## src/agcc_pkg.sv

```systemverilog
// How it works
// - The capability pointer at config offset 0x34 reads 0x44 when the AGP strap is high, else 0.
// - The capability header returns the type code 0x02 in bits 7:0.
// - The header reports revision major 0x1 in bits 23:20 and minor 0x0 in bits 19:16.
// - The next-entry pointer in header bits 15:8 reads 0x00, ending the chain.
// - Status bits 31:24 read 0x04, the most requests the device keeps outstanding.
// - Status bit 9 always reads 0 because sideband addressing is not offered.
// - Status bits 1:0 read 01, single-rate 66 MHz transfers only.
// - Command bit 9, the sideband enable, is read-only and always reads 0.
// - Command bit 8 is RW, resets to 0, and while 0 the device initiates no bus operation.
// - Command bits 2:0 are RW, reset to 0x01, and software programs 0x01 for single rate.
package agcc_pkg;

  localparam logic [7:0]  AGCC_OFF_CAP_LIST = 8'h34;
  localparam logic [7:0]  AGCC_OFF_HEADER  = 8'h44;
  localparam logic [7:0]  AGCC_OFF_STATUS  = 8'h48;
  localparam logic [7:0]  AGCC_OFF_COMMAND = 8'h4C;

  // Header fields.
  localparam logic [7:0]  AGCC_CAP_TYPE_CODE  = 8'h02;
  localparam logic [3:0]  AGCC_REV_MAJOR      = 4'h1;
  localparam logic [3:0]  AGCC_REV_MINOR      = 4'h0;
  localparam logic [7:0]  AGCC_NEXT_ENTRY_PTR = 8'h00;
  localparam logic [31:0] AGCC_HEADER_VALUE   = {8'h00, AGCC_REV_MAJOR, AGCC_REV_MINOR,
                                                 AGCC_NEXT_ENTRY_PTR, AGCC_CAP_TYPE_CODE};

  // Status fields.
  localparam logic [7:0]  AGCC_MAX_OUTSTANDING = 8'h04;
  localparam logic        AGCC_SIDEBAND_FLAG   = 1'b0;
  localparam logic [1:0]  AGCC_RATE_SUPPORT    = 2'h1;
  localparam logic [31:0] AGCC_STATUS_VALUE    = {AGCC_MAX_OUTSTANDING, 14'h0000,
                                                  AGCC_SIDEBAND_FLAG, 7'h00, AGCC_RATE_SUPPORT};

  // Command fields: positions and reset values; then the capability pointer value.
  localparam int          AGCC_CMD_DEPTH_LSB   = 24;
  localparam int          AGCC_CMD_SIDE_BIT    = 9;
  localparam int          AGCC_CMD_MEN_BIT     = 8;
  localparam int          AGCC_CMD_RATE_LSB    = 0;
  localparam logic [7:0]  AGCC_DEPTH_RESET     = 8'h00;
  localparam logic        AGCC_MEN_RESET       = 1'b0;
  localparam logic [2:0]  AGCC_RATE_RESET      = 3'h1;
  localparam logic [31:0] AGCC_CAP_LIST_VALUE  = 32'h0000_0044;

endpackage

```

## src/agcc_regs.sv

```systemverilog
`timescale 1ns/1ns
module agcc_regs
  import agcc_pkg::*;
(
  input  wire logic        ref_clk,
  input  wire logic        rst,
  input  wire logic [7:0]  cfg_addr,
  input  wire logic [3:0]  cfg_be,
  input  wire logic        cfg_wr,
  input  wire logic        cfg_rd,
  input  wire logic [31:0] cfg_wdata,
  output logic      [31:0] cfg_rdata,
  output logic             cfg_rack,
  input  wire logic        agp_strap_pin,
  input  wire logic        init_req,
  output logic             init_req_ok,
  output logic             bus_master_enable_bit,
  output logic      [7:0]  programmed_request_depth,
  output logic      [2:0]  rate_select
);

  typedef struct packed {
    logic [7:0]  depth;
    logic        men;
    logic [2:0]  rate;
    logic [31:0] rdata;
    logic        rack;
    logic        gnt;
  } agcc_state_t;

  agcc_state_t s_q;
  agcc_state_t s_d;
  logic        strap_sync;
  logic [31:0] cmd_view;
  logic [31:0] read_mux;
  logic        wr_cmd;

  agcc_sync agcc_sync_i
  (
    .ref_clk  (ref_clk),
    .rst      (rst),
    .async_in (agp_strap_pin),
    .sync_out (strap_sync)
  );

  // Command word as software sees it; sideband enable and reserved bits are constant zero.
  always_comb
  begin
    cmd_view = 32'h0000_0000;
    cmd_view[AGCC_CMD_DEPTH_LSB +: 8] = s_q.depth;
    cmd_view[AGCC_CMD_SIDE_BIT]       = 1'b0;
    cmd_view[AGCC_CMD_MEN_BIT]        = s_q.men;
    cmd_view[AGCC_CMD_RATE_LSB +: 3]  = s_q.rate;
  end

  always_comb
  begin
    case (cfg_addr)
      AGCC_OFF_CAP_LIST: read_mux = strap_sync ? AGCC_CAP_LIST_VALUE : 32'h0000_0000;
      AGCC_OFF_HEADER:   read_mux = AGCC_HEADER_VALUE;
      AGCC_OFF_STATUS:   read_mux = AGCC_STATUS_VALUE;
      AGCC_OFF_COMMAND:  read_mux = cmd_view;
      default:           read_mux = 32'h0000_0000;
    endcase
  end

  // Header, status and pointer words hold no storage, so writes to them fall away.
  assign wr_cmd = cfg_wr && (cfg_addr == AGCC_OFF_COMMAND);

  always_comb
  begin
    s_d       = s_q;
    s_d.rack  = cfg_rd;
    s_d.rdata = cfg_rd ? read_mux : 32'h0000_0000;
    if (wr_cmd && cfg_be[3])
    begin
      s_d.depth = cfg_wdata[AGCC_CMD_DEPTH_LSB +: 8];
    end
    if (wr_cmd && cfg_be[1])
    begin
      s_d.men = cfg_wdata[AGCC_CMD_MEN_BIT];
    end
    if (wr_cmd && cfg_be[0])
    begin
      s_d.rate = cfg_wdata[AGCC_CMD_RATE_LSB +: 3];
    end
    // The engine's request is passed on only while mastering is enabled.
    s_d.gnt = init_req && s_q.men;
  end

  always_ff @(posedge ref_clk or posedge rst)
  begin
    if (rst)
    begin
      s_q.depth <= AGCC_DEPTH_RESET;
      s_q.men   <= AGCC_MEN_RESET;
      s_q.rate  <= AGCC_RATE_RESET;
      s_q.rdata <= 32'h0000_0000;
      s_q.rack  <= 1'b0;
      s_q.gnt   <= 1'b0;
    end
    else
    begin
      s_q <= s_d;
    end
  end

  assign cfg_rdata                = s_q.rdata;
  assign cfg_rack                 = s_q.rack;
  assign init_req_ok              = s_q.gnt;
  assign bus_master_enable_bit    = s_q.men;
  assign programmed_request_depth = s_q.depth;
  assign rate_select              = s_q.rate;
endmodule // agcc_regs

```

## src/agcc_sync.sv

```systemverilog
`timescale 1ns/1ns
// Two-stage synchroniser for a level from a pin.
module agcc_sync
  import agcc_pkg::*;
(
  input  wire logic ref_clk,
  input  wire logic rst,
  input  wire logic async_in,
  output logic      sync_out
);

  logic meta_q;

  always_ff @(posedge ref_clk or posedge rst)
  begin
    if (rst)
    begin
      meta_q   <= 1'b0;
      sync_out <= 1'b0;
    end
    else
    begin
      meta_q   <= async_in;
      sync_out <= meta_q;
    end
  end

endmodule // agcc_sync

```

## config.mk

```make
export PLATFORM = sky130hd
export DESIGN_NAME = agcc_regs
export DESIGN_NICKNAME = d
export VERILOG_FILES = /design/src/agcc_pkg.sv /design/src/agcc_regs.sv /design/src/agcc_sync.sv
export SDC_FILE = /design/constraint.sdc
export NUM_CORES = 1
export LEC_CHECK = 0
export ABC_CLOCK_PERIOD_IN_PS = 900
export BUFFER_PORTS_ARGS = -buffer_cell sky130_fd_sc_hd__buf_2
export CORE_MARGIN = 8
export CORE_UTILIZATION = 35
export DETAILED_ROUTE_END_ITERATION = 16
export GPL_ROUTABILITY_DRIVEN = 0
export PLACE_DENSITY = 0.74
export SETUP_SLACK_MARGIN = 0.05
export SLEW_MARGIN = 30
export SYNTH_ARGS = -nofsm -noshare
export SYNTH_HDL_FRONTEND = slang
export SYNTH_SLANG_ARGS = --single-unit
```

## constraint.sdc

```tcl
create_clock -name ref_clk -period 0.9 [get_ports ref_clk]
set_clock_uncertainty 0.15 [all_clocks]
set_input_delay 0.135 -clock ref_clk [delete_from_list [all_inputs] [get_ports ref_clk]]
set_output_delay 0.135 -clock ref_clk [all_outputs]
set_load 0.01 [all_outputs]
```

Word level (Yosys, flattened, before mapping)

Cells that the tools add are included.

Output and inout bits: 46
Bits in registers: 48
Bits of input ports: 50
Word-level logic and storage cells: 20

Muxes and demuxes: 3
Reduce and logical (&&, ||, !) cells: 5
Eq/ne operators: 4

Operator list:

| operator                                                        | count |
|---|---|
| 32-bit case mux with 4 select lines                             | 1 |
| 32-bit 2-to-1 mux                                               | 1 |
| 8-bit by 7-bit == test with 1-bit output, second input constant | 3 |
| 8-bit by 6-bit == test with 1-bit output, second input constant | 1 |
| 7-bit 2-to-1 mux                                                | 1 |
| 1-bit logical AND                                               | 5 |

Longest topological paths before layout

Gate-level depths: netlist of the first run.

Word-level depth: 3
Depth in mapped cells: 4
Mapped depth without buffers: 3

Cells and area by module

A second synthesis of the first run with hierarchy kept.

Cells, all modules: 98
Area, all modules: 1272.5 um2

By module, submodules not included:

| module    | seq. area each (um2) | cells each | instances | area each (um2) |
|---|---|---|---|---|
| agcc_regs | 701.9                | 95         | 1         | 1218.7 |
| agcc_sync | 50.0                 | 3          | 1         | 53.8 |

Least setup slack after synthesis of the first run

Ideal clock, no wire load.

Path type: input-to-reg
From: input cfg_addr[4]
To: register s_q, in the netlist rate_select[1]
Required time: 625 ps
Buffers on the path: 0
Setup time: 125 ps
Data arrival time: 1067 ps
Setup slack: -442 ps
Cell stages on the path: 3
Cell sequence: nor4b_4 nand4_1 mux2_2

Cells in the longest elaborated chain, start to end: 3

RTL lines:

| what                                     | line            | text |
|---|---|---|
| from (decl)                              | agcc_regs.sv:7  | `input wire logic [7:0] cfg_addr,` |
| 8-bit by 7-bit == test with 1-bit output | agcc_regs.sv:68 | `assign wr_cmd = cfg_wr && (cfg_addr == AGCC_OFF_COMMAND);` |
| 1-bit logical AND                        | agcc_regs.sv:68 |  |
| 1-bit logical AND                        | agcc_regs.sv:83 | `if (wr_cmd && cfg_be[0])` |
| to (decl)                                | agcc_regs.sv:31 | `agcc_state_t s_q;` |

Every way passes these cells.
A chain may end at the register's enable or synchronous reset.

Worst setup path after layout of the first run

From: register s_q, in the netlist rate_select[0]
To: output rate_select[0]

RTL lines:

| what      | line            | text |
|---|---|---|
| to (decl) | agcc_regs.sv:19 | `output logic [2:0] rate_select` |

No word-level cell between the ends.

==> results of run 1 <==
[flip-flops by register name, summed over array words and instances (netlist names)]
signal	count
programmed_request_depth	8
init_req_ok	1
cfg_rack	1
cfg_rdata	14
agcc_sync_i.meta_q	1
agcc_sync_i.sync_out	1
bus_master_enable_bit	1
rate_select	3
[kinds of logic (layout without fill, tap and decap cells)]
| logic type | Yosys count | after routing |
|---|---|---|
| simple gates | 26 | 26 |
| flops | 30 | 30 |
| buf+inv | 23 | 93 |
| mux | 12 | 12 |
| other cells | 1 | 19 |
| compound gates | 5 | 5 |
[routing by layer]
metal  part of all wire (%)  GRT usage, %  vias up
met5                      0             0        -
met4                    3.2          6.54        0
met3                    5.8          4.13        7
met2                     56          21.1       33
met1                     35          9.90      449
li1                       -             -      467
[metrics by stage]
stage | instances | total power (uW) | worst slack, ns
floorplan | 114 | 1580 | -0.438
global placement | 213 | 1670 | -0.565
detailed placement | 213 | 1670 | -0.579
CTS | 231 | 2400 | -0.354
global route | 233 | 2530 | -0.378
finish | 233 | 2410 | -0.341
[Yosys cell counts, drive strengths merged (2+ instances only)]
cell type | instances | area share (%)
a21oi | 4 | 1.6
inv | 4 | 1.2
mux2 | 12 | 11
nor2 | 4 | 1.2
dfrtp | 29 | 57
nand4 | 3 | 2.7
and2 | 8 | 4.0
buf | 19 | 11
nand2 | 2 | 0.59
nand3 | 3 | 1.2
[layout make-up]
type / instances / area, um^2 / area share (%)
Sequential cell: 30 / 752 / 38.0
Timing Repair Buffer: 82 / 591 / 29.9
Multi-Input combinational cell: 61 / 505 / 25.6
Tap cell: 48 / 60.1 / 3.04
Clock buffer: 5 / 37.5 / 1.90
Inverter: 4 / 18.8 / 0.949
Clock inverter: 2 / 10.0 / 0.506
Antenna cell: 1 / 2.50 / 0.127
[power groups by stage]
stage                     registers, uW  clock network [uW]  logic [uW]
after floorplan                    1420                   0         165
after global placement             1410                   0         261
after detailed placement           1410                   0         265
after CTS                          1380                 705         318
after global routing               1390                 778         369
final                              1380                 682         341
[repair_timing]
| action | in CTS | in global routing |
|---|---|---|
| gates resized for setup | 22 | 16 |
| endpoints found under the setup margin | 54 | 55 |
| endpoints found under the hold margin | 47 | 45 |
| pin swaps | 14 | 7 |
| buffers inserted | 10 | 1 |
[final timing paths]
| check | cells past startpoint | to | slack, ns | from |
|---|---|---|---|---|
| worst max-delay path | 1 | rate_select[0] | -0.34 | rate_select[0] |
| worst min-delay path | 2 | programmed_request_depth[6] | -0.40 | rst |
| worst max register to register | 2 | programmed_request_depth[7] | -0.17 | programmed_request_depth[7] |
| worst min register to register | 0 | agcc_sync_i.sync_out | 0.21 | agcc_sync_i.meta_q |
| max in group asynchronous | 3 | cfg_rack | 0.60 | rst |
| min in group ref_clk | 2 | cfg_rack | -0.12 | cfg_rd |
==> out/summary.txt, run 1 <==
CP Capture Type: primary output
Worst-path clk slew: 0.09 ns
num ports: 96
Synth Area in XOR/XNOR: 0%
vias per inst: 4.10
Sinks on Clock Net: 30
Hold Vio Cnt, Final: 45
Async S/R FF share, synth: 100%
Final ANT Viol Nets: 0
Worst path max stage delay: 0.55 ns
Combinational Power Share: 14.2%
CP Cell Sequence: buf_6
commonest cells after routing, fill and taps aside: 46 x buf_2, 29 x dfrtp_1, 18 x conb_1, 18 x buf_6, 15 x buf_4
NetSw: 583 uW
Max Cap Viol: 0
Syn Inst Count: 97
pin count of the biggest net entering global routing: 14
period utilisation layout: 138%
design area: 0.00198 mm^2
CP max-delay cell: dfstp_2
Final WS setup: -0.341 ns
# setup viols final: 50
overall die height: 76.1 um
hold_ws: -0.396 ns
largest family of logic cells by synthesized area: simple AND/OR/NAND/NOR gates
Worst Path Required: 0.61 ns
via count: 956
core area: 0.00358 mm^2
Util after Layout: 55.2%
insertion delay to the later sink of the worst-skew pair: 0.32 ns
Static Leak: 0.00107 uW
failing checks: hold timing, setup timing
critical path launch point type: flip-flop
Synth Area in Adders: 0%
fill count: 319
maximum vdd drop: 0.000472 V
most common cell after layout, fill and taps aside: buf_2
hold buffer count at cts: 1
cts bufs inserted: 5
unrepaired setup endpoints after global routing: yes
clock network power share: 28.3%
DRC: 0
CTS tree: done
final WL: 3360 um
post-synth cell types: 21
sequential share of the synthesized area: 59.4%
kind of critical path: reg2out
worst hold path type: in2async
Syn Area/Cell: 13.1 um^2
Sequential Power Share: 57.5%
TritonRoute pass-1 iters: 4
simple-gate area share of the yosys netlist: 15.2%
flops & latches, synth: 30
GR Overflow Total: 0
Synth Cell Area: 0.00127 mm^2
commonest register cell after synthesis: dfrtp_1
placed cell areas: 0.00167 mm^2
run status: finished with violations
Rows: 22
Final Critical Period: 1.24 ns
number of enable flip-flop cells after synthesis: 0
share of cells above drive strength 1: 65.8%
vias in the first global route: 1133
GRT Total Usage: 11.2%
P_int: 1820 uW
CP top delay family: flip-flops
H-tree depth: 2
first-pass GRT wire length: 5260 um
Final nets: 234
Synth Area in Compound Gates: 2.17%
crit-path max FO: 2
Area Growth Syn to Fin: 56.1%
Sw Share: 24.2%
HPWL after DPL: 2550 um
mux contribution to synthesized area: 10.7%
PwrDens: 1220 mW/mm^2
Final Max Tran Viols: 0
CTS Root Cell: clkbuf_4
Die X: 76.1 um
YS warnings: 0
TNS Setup: -9.51 ns
Die Area: 0.00580 mm^2
Bufs and invs on worst path: 1
WL per Instance: 14.4 um
Worst Path Arrival: 0.96 ns
First DRT Iteration DRCs: 43
IO Port Bufs: 56
Initial Utilization: 35.4%
antenna violations before repair: 1
FMAX: 806 MHz
Clock Path Buffers: 2
No activity file was read; power rests on OpenSTA's default activity.
==> run 2, diff against run 1 <==
--- a/config.mk
+++ b/config.mk
@@ -5,13 +5,14 @@
 export SDC_FILE = /design/constraint.sdc
 export NUM_CORES = 1
 export LEC_CHECK = 0
-export ABC_CLOCK_PERIOD_IN_PS = 900
+export ABC_CLOCK_PERIOD_IN_PS = 1360
 export BUFFER_PORTS_ARGS = -buffer_cell sky130_fd_sc_hd__buf_2
 export CORE_MARGIN = 8
-export CORE_UTILIZATION = 35
+export CORE_UTILIZATION = 39
+export CTS_CLUSTER_SIZE = 24
 export DETAILED_ROUTE_END_ITERATION = 16
 export GPL_ROUTABILITY_DRIVEN = 0
-export PLACE_DENSITY = 0.74
+export PLACE_DENSITY = 0.79
 export SETUP_SLACK_MARGIN = 0.05
 export SLEW_MARGIN = 30
 export SYNTH_ARGS = -nofsm -noshare
==> constraint.sdc (replaced) <==
create_clock -name ref_clk -period 1.36 [get_ports ref_clk]
set_clock_uncertainty 0.15 [all_clocks]
set_input_delay 0.204 -clock ref_clk [delete_from_list [all_inputs] [get_ports ref_clk]]
set_output_delay 0.204 -clock ref_clk [all_outputs]
set_load 0.01 [all_outputs]
==> run 2 against run 1 <==
Net effect: the run now ends clean; core utilization rose by 4.0 points; die area down 8.1%; clock power shrank 21%; first-iteration DRC count fell by 40%; register-to-register slack better by 0.51 ns; critical path type unchanged; largest cell class unchanged; largest power group unchanged; highest routed layer unchanged.
==> out/summary.txt, run 2 (synthesized netlist as in run 1, its figures left out) <==
run status: completed (was finished with violations)
core area: 0.00308 mm^2 (was 0.00358 mm^2)
maximum vdd drop: 0.000574 V (was 0.000472 V)
TritonRoute pass-1 iters: 4 (unchanged)
overall die height: 73.0 um (was 76.1 um)
pin count of the biggest net entering global routing: 31 (was 14)
Sinks on Clock Net: 30 (unchanged)
GRT Total Usage: 12.4% (was 11.2%)
Max Cap Viol: 0 (unchanged)
cts bufs inserted: 5 (unchanged)
unrepaired setup endpoints after global routing: yes (unchanged)
Final Critical Period: 1.32 ns
antenna violations before repair: 0 (was 1)
Design Power: 1650 uW (was 2410 uW)
commonest cells after routing, fill and taps aside: 55 x buf_2, 29 x dfrtp_1, 18 x conb_1 (was 46 x buf_2, 29 x dfrtp_1, 18 x conb_1, 18 x buf_6, 15 x buf_4)
period utilisation layout: 97.3%
FF-to-FF path depth: 3 (was 2)
vias per inst: 4.32 (was 4.10)
critical path launch point type: flip-flop (unchanged)
FMAX: 756 MHz
Worst path max stage delay: 0.55 ns (about the same)
Final WS setup: 0.0370 ns (was -0.341 ns)
share of cells above drive strength 1: 48.9% (was 65.8%)
PwrDens: 904 mW/mm^2 (was 1220 mW/mm^2)
insertion delay to the later sink of the worst-skew pair: 0.32 ns (about the same)
IO Port Bufs: 56 (unchanged)
WL per Instance: 14.2 um (was 14.4 um)
num ports: 96 (unchanged)
Setup WS pre-CTS: -0.205 ns (was -0.579 ns)
# setup viols final: 0 (was 50)
H-tree depth: 2 (unchanged)
most common cell after layout, fill and taps aside: buf_2 (unchanged)
CP Capture Type: primary output (unchanged)
hold depth: 2
Hold Vio Cnt, Final: 0 (was 45)
Initial Utilization: 41.1% (was 35.4%)
First DRT Iteration DRCs: 26 (was 43)
Area Growth Syn to Fin: 44.0% (was 56.1%)
Static Leak: 0.00102 uW (was 0.00107 uW)
GR Overflow Total: 0 (unchanged)
Worst Path Arrival: 0.97 ns (was 0.96 ns)
Final nets: 233 (was 234)
kind of critical path: reg2out (unchanged)
Rows: 20 (was 22)
first-pass GRT wire length: 5000 um (was 5260 um)
fill count: 269 (was 319)
CP top delay family: flip-flops (unchanged)
CP Cell Sequence: buf_6 (unchanged)
DRC: 0 (unchanged)
vias in the first global route: 1109 (was 1133)
n_diodes: 0 (was 1)
HPWL after DPL: 2520 um (was 2550 um)
Worst-path clk slew: 0.09 ns (about the same)
Sequential Area: 752 um^2 (unchanged)
Die X: 73.0 um (was 76.1 um)
worst hold path type: in2reg (was in2async)
Worst path depth: 1 (unchanged)
CTS Root Cell: clkbuf_4 (unchanged)
crit-path max FO: 2 (unchanged)
final WL: 3250 um (was 3360 um)
Final Max Tran Viols: 0 (unchanged)
Worst Path Required: 1.01 ns (was 0.61 ns)
CTS tree: done (unchanged)
max reg flops: 14 (unchanged)
Bufs and invs on worst path: 1 (unchanged)
multi-input logic area: 423 um^2 (was 505 um^2)
CP max-delay cell: dfstp_2 (unchanged)
via count: 986 (was 956)
Clock Path Buffers: 2 (unchanged)
Die Area: 0.00533 mm^2 (was 0.00580 mm^2)
Final ANT Viol Nets: 0 (unchanged)
## run 2: cell count changes in the layout (fill, tap and decap cells not counted), moves of 4 or more
| cell | change |
|---|---|
| dlygate4sd3_1 | +15 |
| buf_6 | -17 |
| and2_1 | +4 |
| buf_4 | -6 |
| buf_2 | +9 |
| and2_4 | -4 |
## run 2: worst paths after layout
path | start | endpoint | slack (ns)
max | rate_select[0] | rate_select[0] | 0.04
min | cfg_addr[3] | cfg_rdata[20] | 0.04
max reg2reg | rate_select[0] | cfg_rdata[0] | 0.34
min reg2reg | agcc_sync_i.meta_q | agcc_sync_i.sync_out | 0.22
max in group asynchronous | rst | rate_select[0] | 0.40
min in group asynchronous | rst | init_req_ok | 0.35
## run 2: where the power goes
part | internal (uW) | leakage, uW | switching, uW
sequential | 907 | 0.000408 | 8.82
combinational | 96.0 | 0.000574 | 95.7
clock | 248 | 0.0000343 | 293
total | 1250 | 0.00102 | 397
## run 2: area by class of cell
cell class	count	share of cell area (%)
Clock buffer	6	2.81
Clock inverter	2	0.686
Inverter	4	0.824
Multi-Input combinational cell	61	23.2
Sequential cell	30	41.2
Tap cell	44	3.02
Timing Repair Buffer	81	28.2
## run 2: worst register-to-register path, cell delays in order, from the launching register on
cell	delay, ns
dfstp_2	0.55
buf_4	0.11
inv_1	0.03
a21oi_1	0.12
## run 2: per-layer routing
metal	vias up	wire [um]	global-route usage, %
met1	466	1170	12.6
met2	49	1770	22.3
met5	-	0	0
met4	0	65	6.67
met3	7	237	3.43
li1	464	-	-
## run 2: stage by stage
stage,cells,TNS (ns),hold slack (ns),instance area (um^2),util (%)
5_1_grt,228,-0.0155,0.0301,1820,59.2
3_3_place_gp,203,-2.67,0.135,1590,51.5
6_report,228,0,0.0417,1820,59.2
2_1_floorplan,114,-0.460,0.0854,1330,-
3_5_place_dp,203,-3.40,0.137,1590,51.5
4_1_cts,228,0,0.0342,1820,59.2
## run 2: what timing repair did
item,in CTS,in global routing
hold endpoints to repair,44,0
pin swaps,0,0
buffers inserted,1,0
setup endpoints to repair,1,1
gates resized for setup,1,0
cloned,0,0
hold buffers,16,0
==> run 3, diff against run 2 <==
--- a/config.mk
+++ b/config.mk
@@ -5,13 +5,16 @@
 export SDC_FILE = /design/constraint.sdc
 export NUM_CORES = 1
 export LEC_CHECK = 0
+export ABC_AREA = 1
 export ABC_CLOCK_PERIOD_IN_PS = 1360
 export BUFFER_PORTS_ARGS = -buffer_cell sky130_fd_sc_hd__buf_2
+export CORE_ASPECT_RATIO = 0.5
 export CORE_MARGIN = 8
-export CORE_UTILIZATION = 39
+export CORE_UTILIZATION = 41
 export CTS_CLUSTER_SIZE = 24
 export DETAILED_ROUTE_END_ITERATION = 16
 export GPL_ROUTABILITY_DRIVEN = 0
+export GPL_TIMING_DRIVEN = 0
 export PLACE_DENSITY = 0.79
 export SETUP_SLACK_MARGIN = 0.05
 export SLEW_MARGIN = 30
==> run 3 against run 2 <==
Net effect: maximum frequency grew 2.4%; combinational power grew 9.9%; hold slack lost 0.016 ns; critical endpoint unchanged; largest cell class unchanged; first-iteration DRC count grew to 4.3 times the previous value; wire length grew 11%; global-route usage shrank 0.28 points; cell count grew 23%.
==> out/summary.txt, run 3 <==
flops & latches, synth: 30 (unchanged)
HPWL after DPL: 2750 um (was 2520 um)
Final Critical Period: 1.29 ns (was 1.32 ns)
Rows: 15 (was 20)
Clock Path Buffers: 2 (unchanged)
Sinks on Clock Net: 30 (unchanged)
insertion delay to the later sink of the worst-skew pair: 0.28 ns (was 0.32 ns)
number of enable flip-flop cells after synthesis: 0 (unchanged)
IO Port Bufs: 55 (was 56)
Setup WS pre-CTS: -0.0370 ns (was -0.205 ns)
Least-Margin Pin Slew: 0.611 ns
Worst path max stage delay: 0.55 ns (about the same)
GRT Total Usage: 12.1% (was 12.4%)
Syn Area/Cell: 9.17 um^2 (was 13.1 um^2)
max reg flops: 14 (unchanged)
period utilisation layout: 95.0% (was 97.3%)
First DRT Iteration DRCs: 112 (was 26)
FMAX: 774 MHz (was 756 MHz)
FF-to-FF path depth: 2 (was 3)
H-tree depth: 2 (unchanged)
Initial Utilization: 42.0% (was 41.1%)
Worst-path clk slew: 0.06 ns (was 0.09 ns)
Synth Cell Area: 0.00141 mm^2 (was 0.00127 mm^2)
reg2reg start: rate_select[0] (unchanged)
Worst Path Arrival: 0.94 ns (was 0.97 ns)
hold depth: 3 (was 2)
GR Overflow Total: 0 (unchanged)
area leader, netlist: dfrtp_1 (unchanged)
first-pass GRT wire length: 5560 um (was 5000 um)
CP max-delay cell: dfstp_2 (unchanged)
final WL: 3610 um (was 3250 um)
cell with the most instances after synthesis: nand2_1 (was dfrtp_1)
Final nets: 288 (was 233)
CP Cell Sequence: buf_6 (unchanged)
unrepaired setup endpoints after global routing: yes (unchanged)
kind of critical path: reg2out (unchanged)
Syn Inst Count: 154 (was 97)
pin count of the biggest net entering global routing: 31 (unchanged)
post-synth top area share: 51.4% (was 57.3%)
post-synth cell types: 22 (was 21)
Final ANT Viol Nets: 0 (unchanged)
Async S/R FF share, synth: 100% (unchanged)
Max Cap Viol: 0 (unchanged)
Static Leak: 0.00118 uW (was 0.00102 uW)
PwrDens: 1030 mW/mm^2 (was 904 mW/mm^2)
dpl cells: 268 (was 203)
n_diodes: 0 (unchanged)
TritonRoute pass-1 iters: 4 (unchanged)
WL per Instance: 12.9 um (was 14.2 um)
top cells by count, synth: 35 x nand2_1, 29 x dfrtp_1, 22 x inv_1 (was 29 x dfrtp_1, 18 x buf_4, 12 x mux2_2)
Final WS setup: 0.0686 ns (was 0.0370 ns)
Design Power: 2030 uW (was 1650 uW)
Die Area: 0.00569 mm^2 (was 0.00533 mm^2)
Worst Path Required: 1.01 ns (about the same)
Final Max Tran Viols: 0 (unchanged)
share of cells above drive strength 1: 39.9% (was 48.9%)
via count: 1220 (was 986)
vias per inst: 4.36 (was 4.32)
num ports: 96 (unchanged)
Worst Min Path Start: cfg_wdata[2] (was cfg_addr[3])
WHS Endpoint: rate_select[2] (was cfg_rdata[20])
CTS tree: done (unchanged)
flop2flop setup slack: 0.38 ns (was 0.34 ns)
antenna violations before repair: 0 (unchanged)
crit-path max FO: 3 (was 2)
sequential share of the synthesized area: 53.2% (was 59.4%)
DRC: 0 (unchanged)
critical path launch point type: flip-flop (unchanged)
most common cell after layout, fill and taps aside: buf_2 (unchanged)
Hold Vio Cnt, Final: 0 (unchanged)
commonest cells after routing, fill and taps aside: 55 x buf_2, 35 x nand2_1, 29 x dfrtp_1 (was 55 x buf_2, 29 x dfrtp_1, 18 x conb_1)
overall die height: 57.5 um (was 73.0 um)
r2r endpoint: cfg_rdata[0] (unchanged)
Rel. slew slack: 59.2%
TNS Setup: 0 ns (unchanged)
YS warnings: 0 (unchanged)
core area: 0.00336 mm^2 (was 0.00308 mm^2)
Area Growth Syn to Fin: 39.7% (was 44.0%)
Die X: 99.0 um (was 73.0 um)
Bufs and invs on worst path: 1 (unchanged)
CP Capture Type: primary output (unchanged)
cts bufs inserted: 5 (unchanged)
vias in the first global route: 1227 (was 1109)
maximum vdd drop: 0.000406 V (was 0.000574 V)
CTS Root Cell: clkbuf_8 (was clkbuf_4)
worst hold path type: in2reg (unchanged)
largest cells by area after synthesis: dfrtp_1 51%, buf_4 11%, nand2_1 9.3% (was dfrtp_1 57%, buf_4 11%, mux2_2 11%)
post-route insts no fill: 280 (was 228)
commonest register cell after synthesis: dfrtp_1 (unchanged)
# setup viols final: 0 (unchanged)
CP top delay family: flip-flops (unchanged)
run status: completed (unchanged)
[run 3: through the flow]
stage | hold slack [ns] | utilization [%] | cell area, um^2
after global routing | 0.0386 | 58.7 | 1970
after global placement | 0.164 | 53.7 | 1800
after floorplan | 0.0854 | - | 1480
final | 0.0253 | 58.7 | 1970
after detailed placement | 0.164 | 53.7 | 1800
after CTS | 0.0249 | 58.7 | 1970
[run 3: worst max path at each step]
stage                        start                          end  slack [ns]  cells after the start
floorplan              cfg_addr[0]               rate_select[1]        0.21                      8
global placement               rst           agcc_sync_i.meta_q     -0.0007                      2
detailed placement     cfg_addr[5]  programmed_request_depth[3]       -0.04                      9
CTS                 rate_select[0]               rate_select[0]        0.06                      1
global route        rate_select[0]               rate_select[0]        0.04                      1
finish              rate_select[0]               rate_select[0]        0.07                      1
[run 3: cell families (layout without fill, tap and decap cells)]
family          after synthesis  in the layout  synth area share (%)
simple gates                 73             73                  25.2
buf+inv                      46            113                  19.6
flops                        30             30                  53.2
compound gates                4              4                  1.68
other cells                   1             18                 0.265
[run 3: repair_timing]
item | 4_1_cts | 5_1_grt
hold buffers | 5 | 0
gates cloned | 0 | 0
endpoints found under the setup margin | 1 | 1
endpoints found under the hold margin | 33 | 0
gates resized for setup | 1 | 0
setup buffers | 0 | 0
[run 3: cell type report]
cell class | count | area (um^2)
well taps | 42 | 52.6
clock inverters | 1 | 30.0
plain buffers | 23 | 190
inverters | 23 | 86.3
repair buffers | 60 | 332
fillers | 286 | 1390
flip-flops and latches | 30 | 752
multi-input cells | 95 | 448
clock buffers | 6 | 82.6
[run 3: layer usage]
metal / vias up / wire length, um / track usage, %
met4: 0 / 68 / 5.18
li1: 607 / - / -
met2: 50 / 1770 / 20.8
met5: - / 0 / 0
met3: 6 / 303 / 4.73
met1: 557 / 1460 / 13.2
[run 3: power breakdown]
| group | switching (uW) | internal [uW] | total (uW) |
|---|---|---|---|
| combinational | 115 | 95.5 | 211 |
| clock | 320 | 585 | 905 |
| sequential | 9.31 | 908 | 918 |
| total | 444 | 1590 | 2030 |
[run 3: worst reg2reg max path: stages, from the launching register on]
cell,delay [ns]
dfstp_2,0.55
inv_1,0.05
o21ai_0,0.14
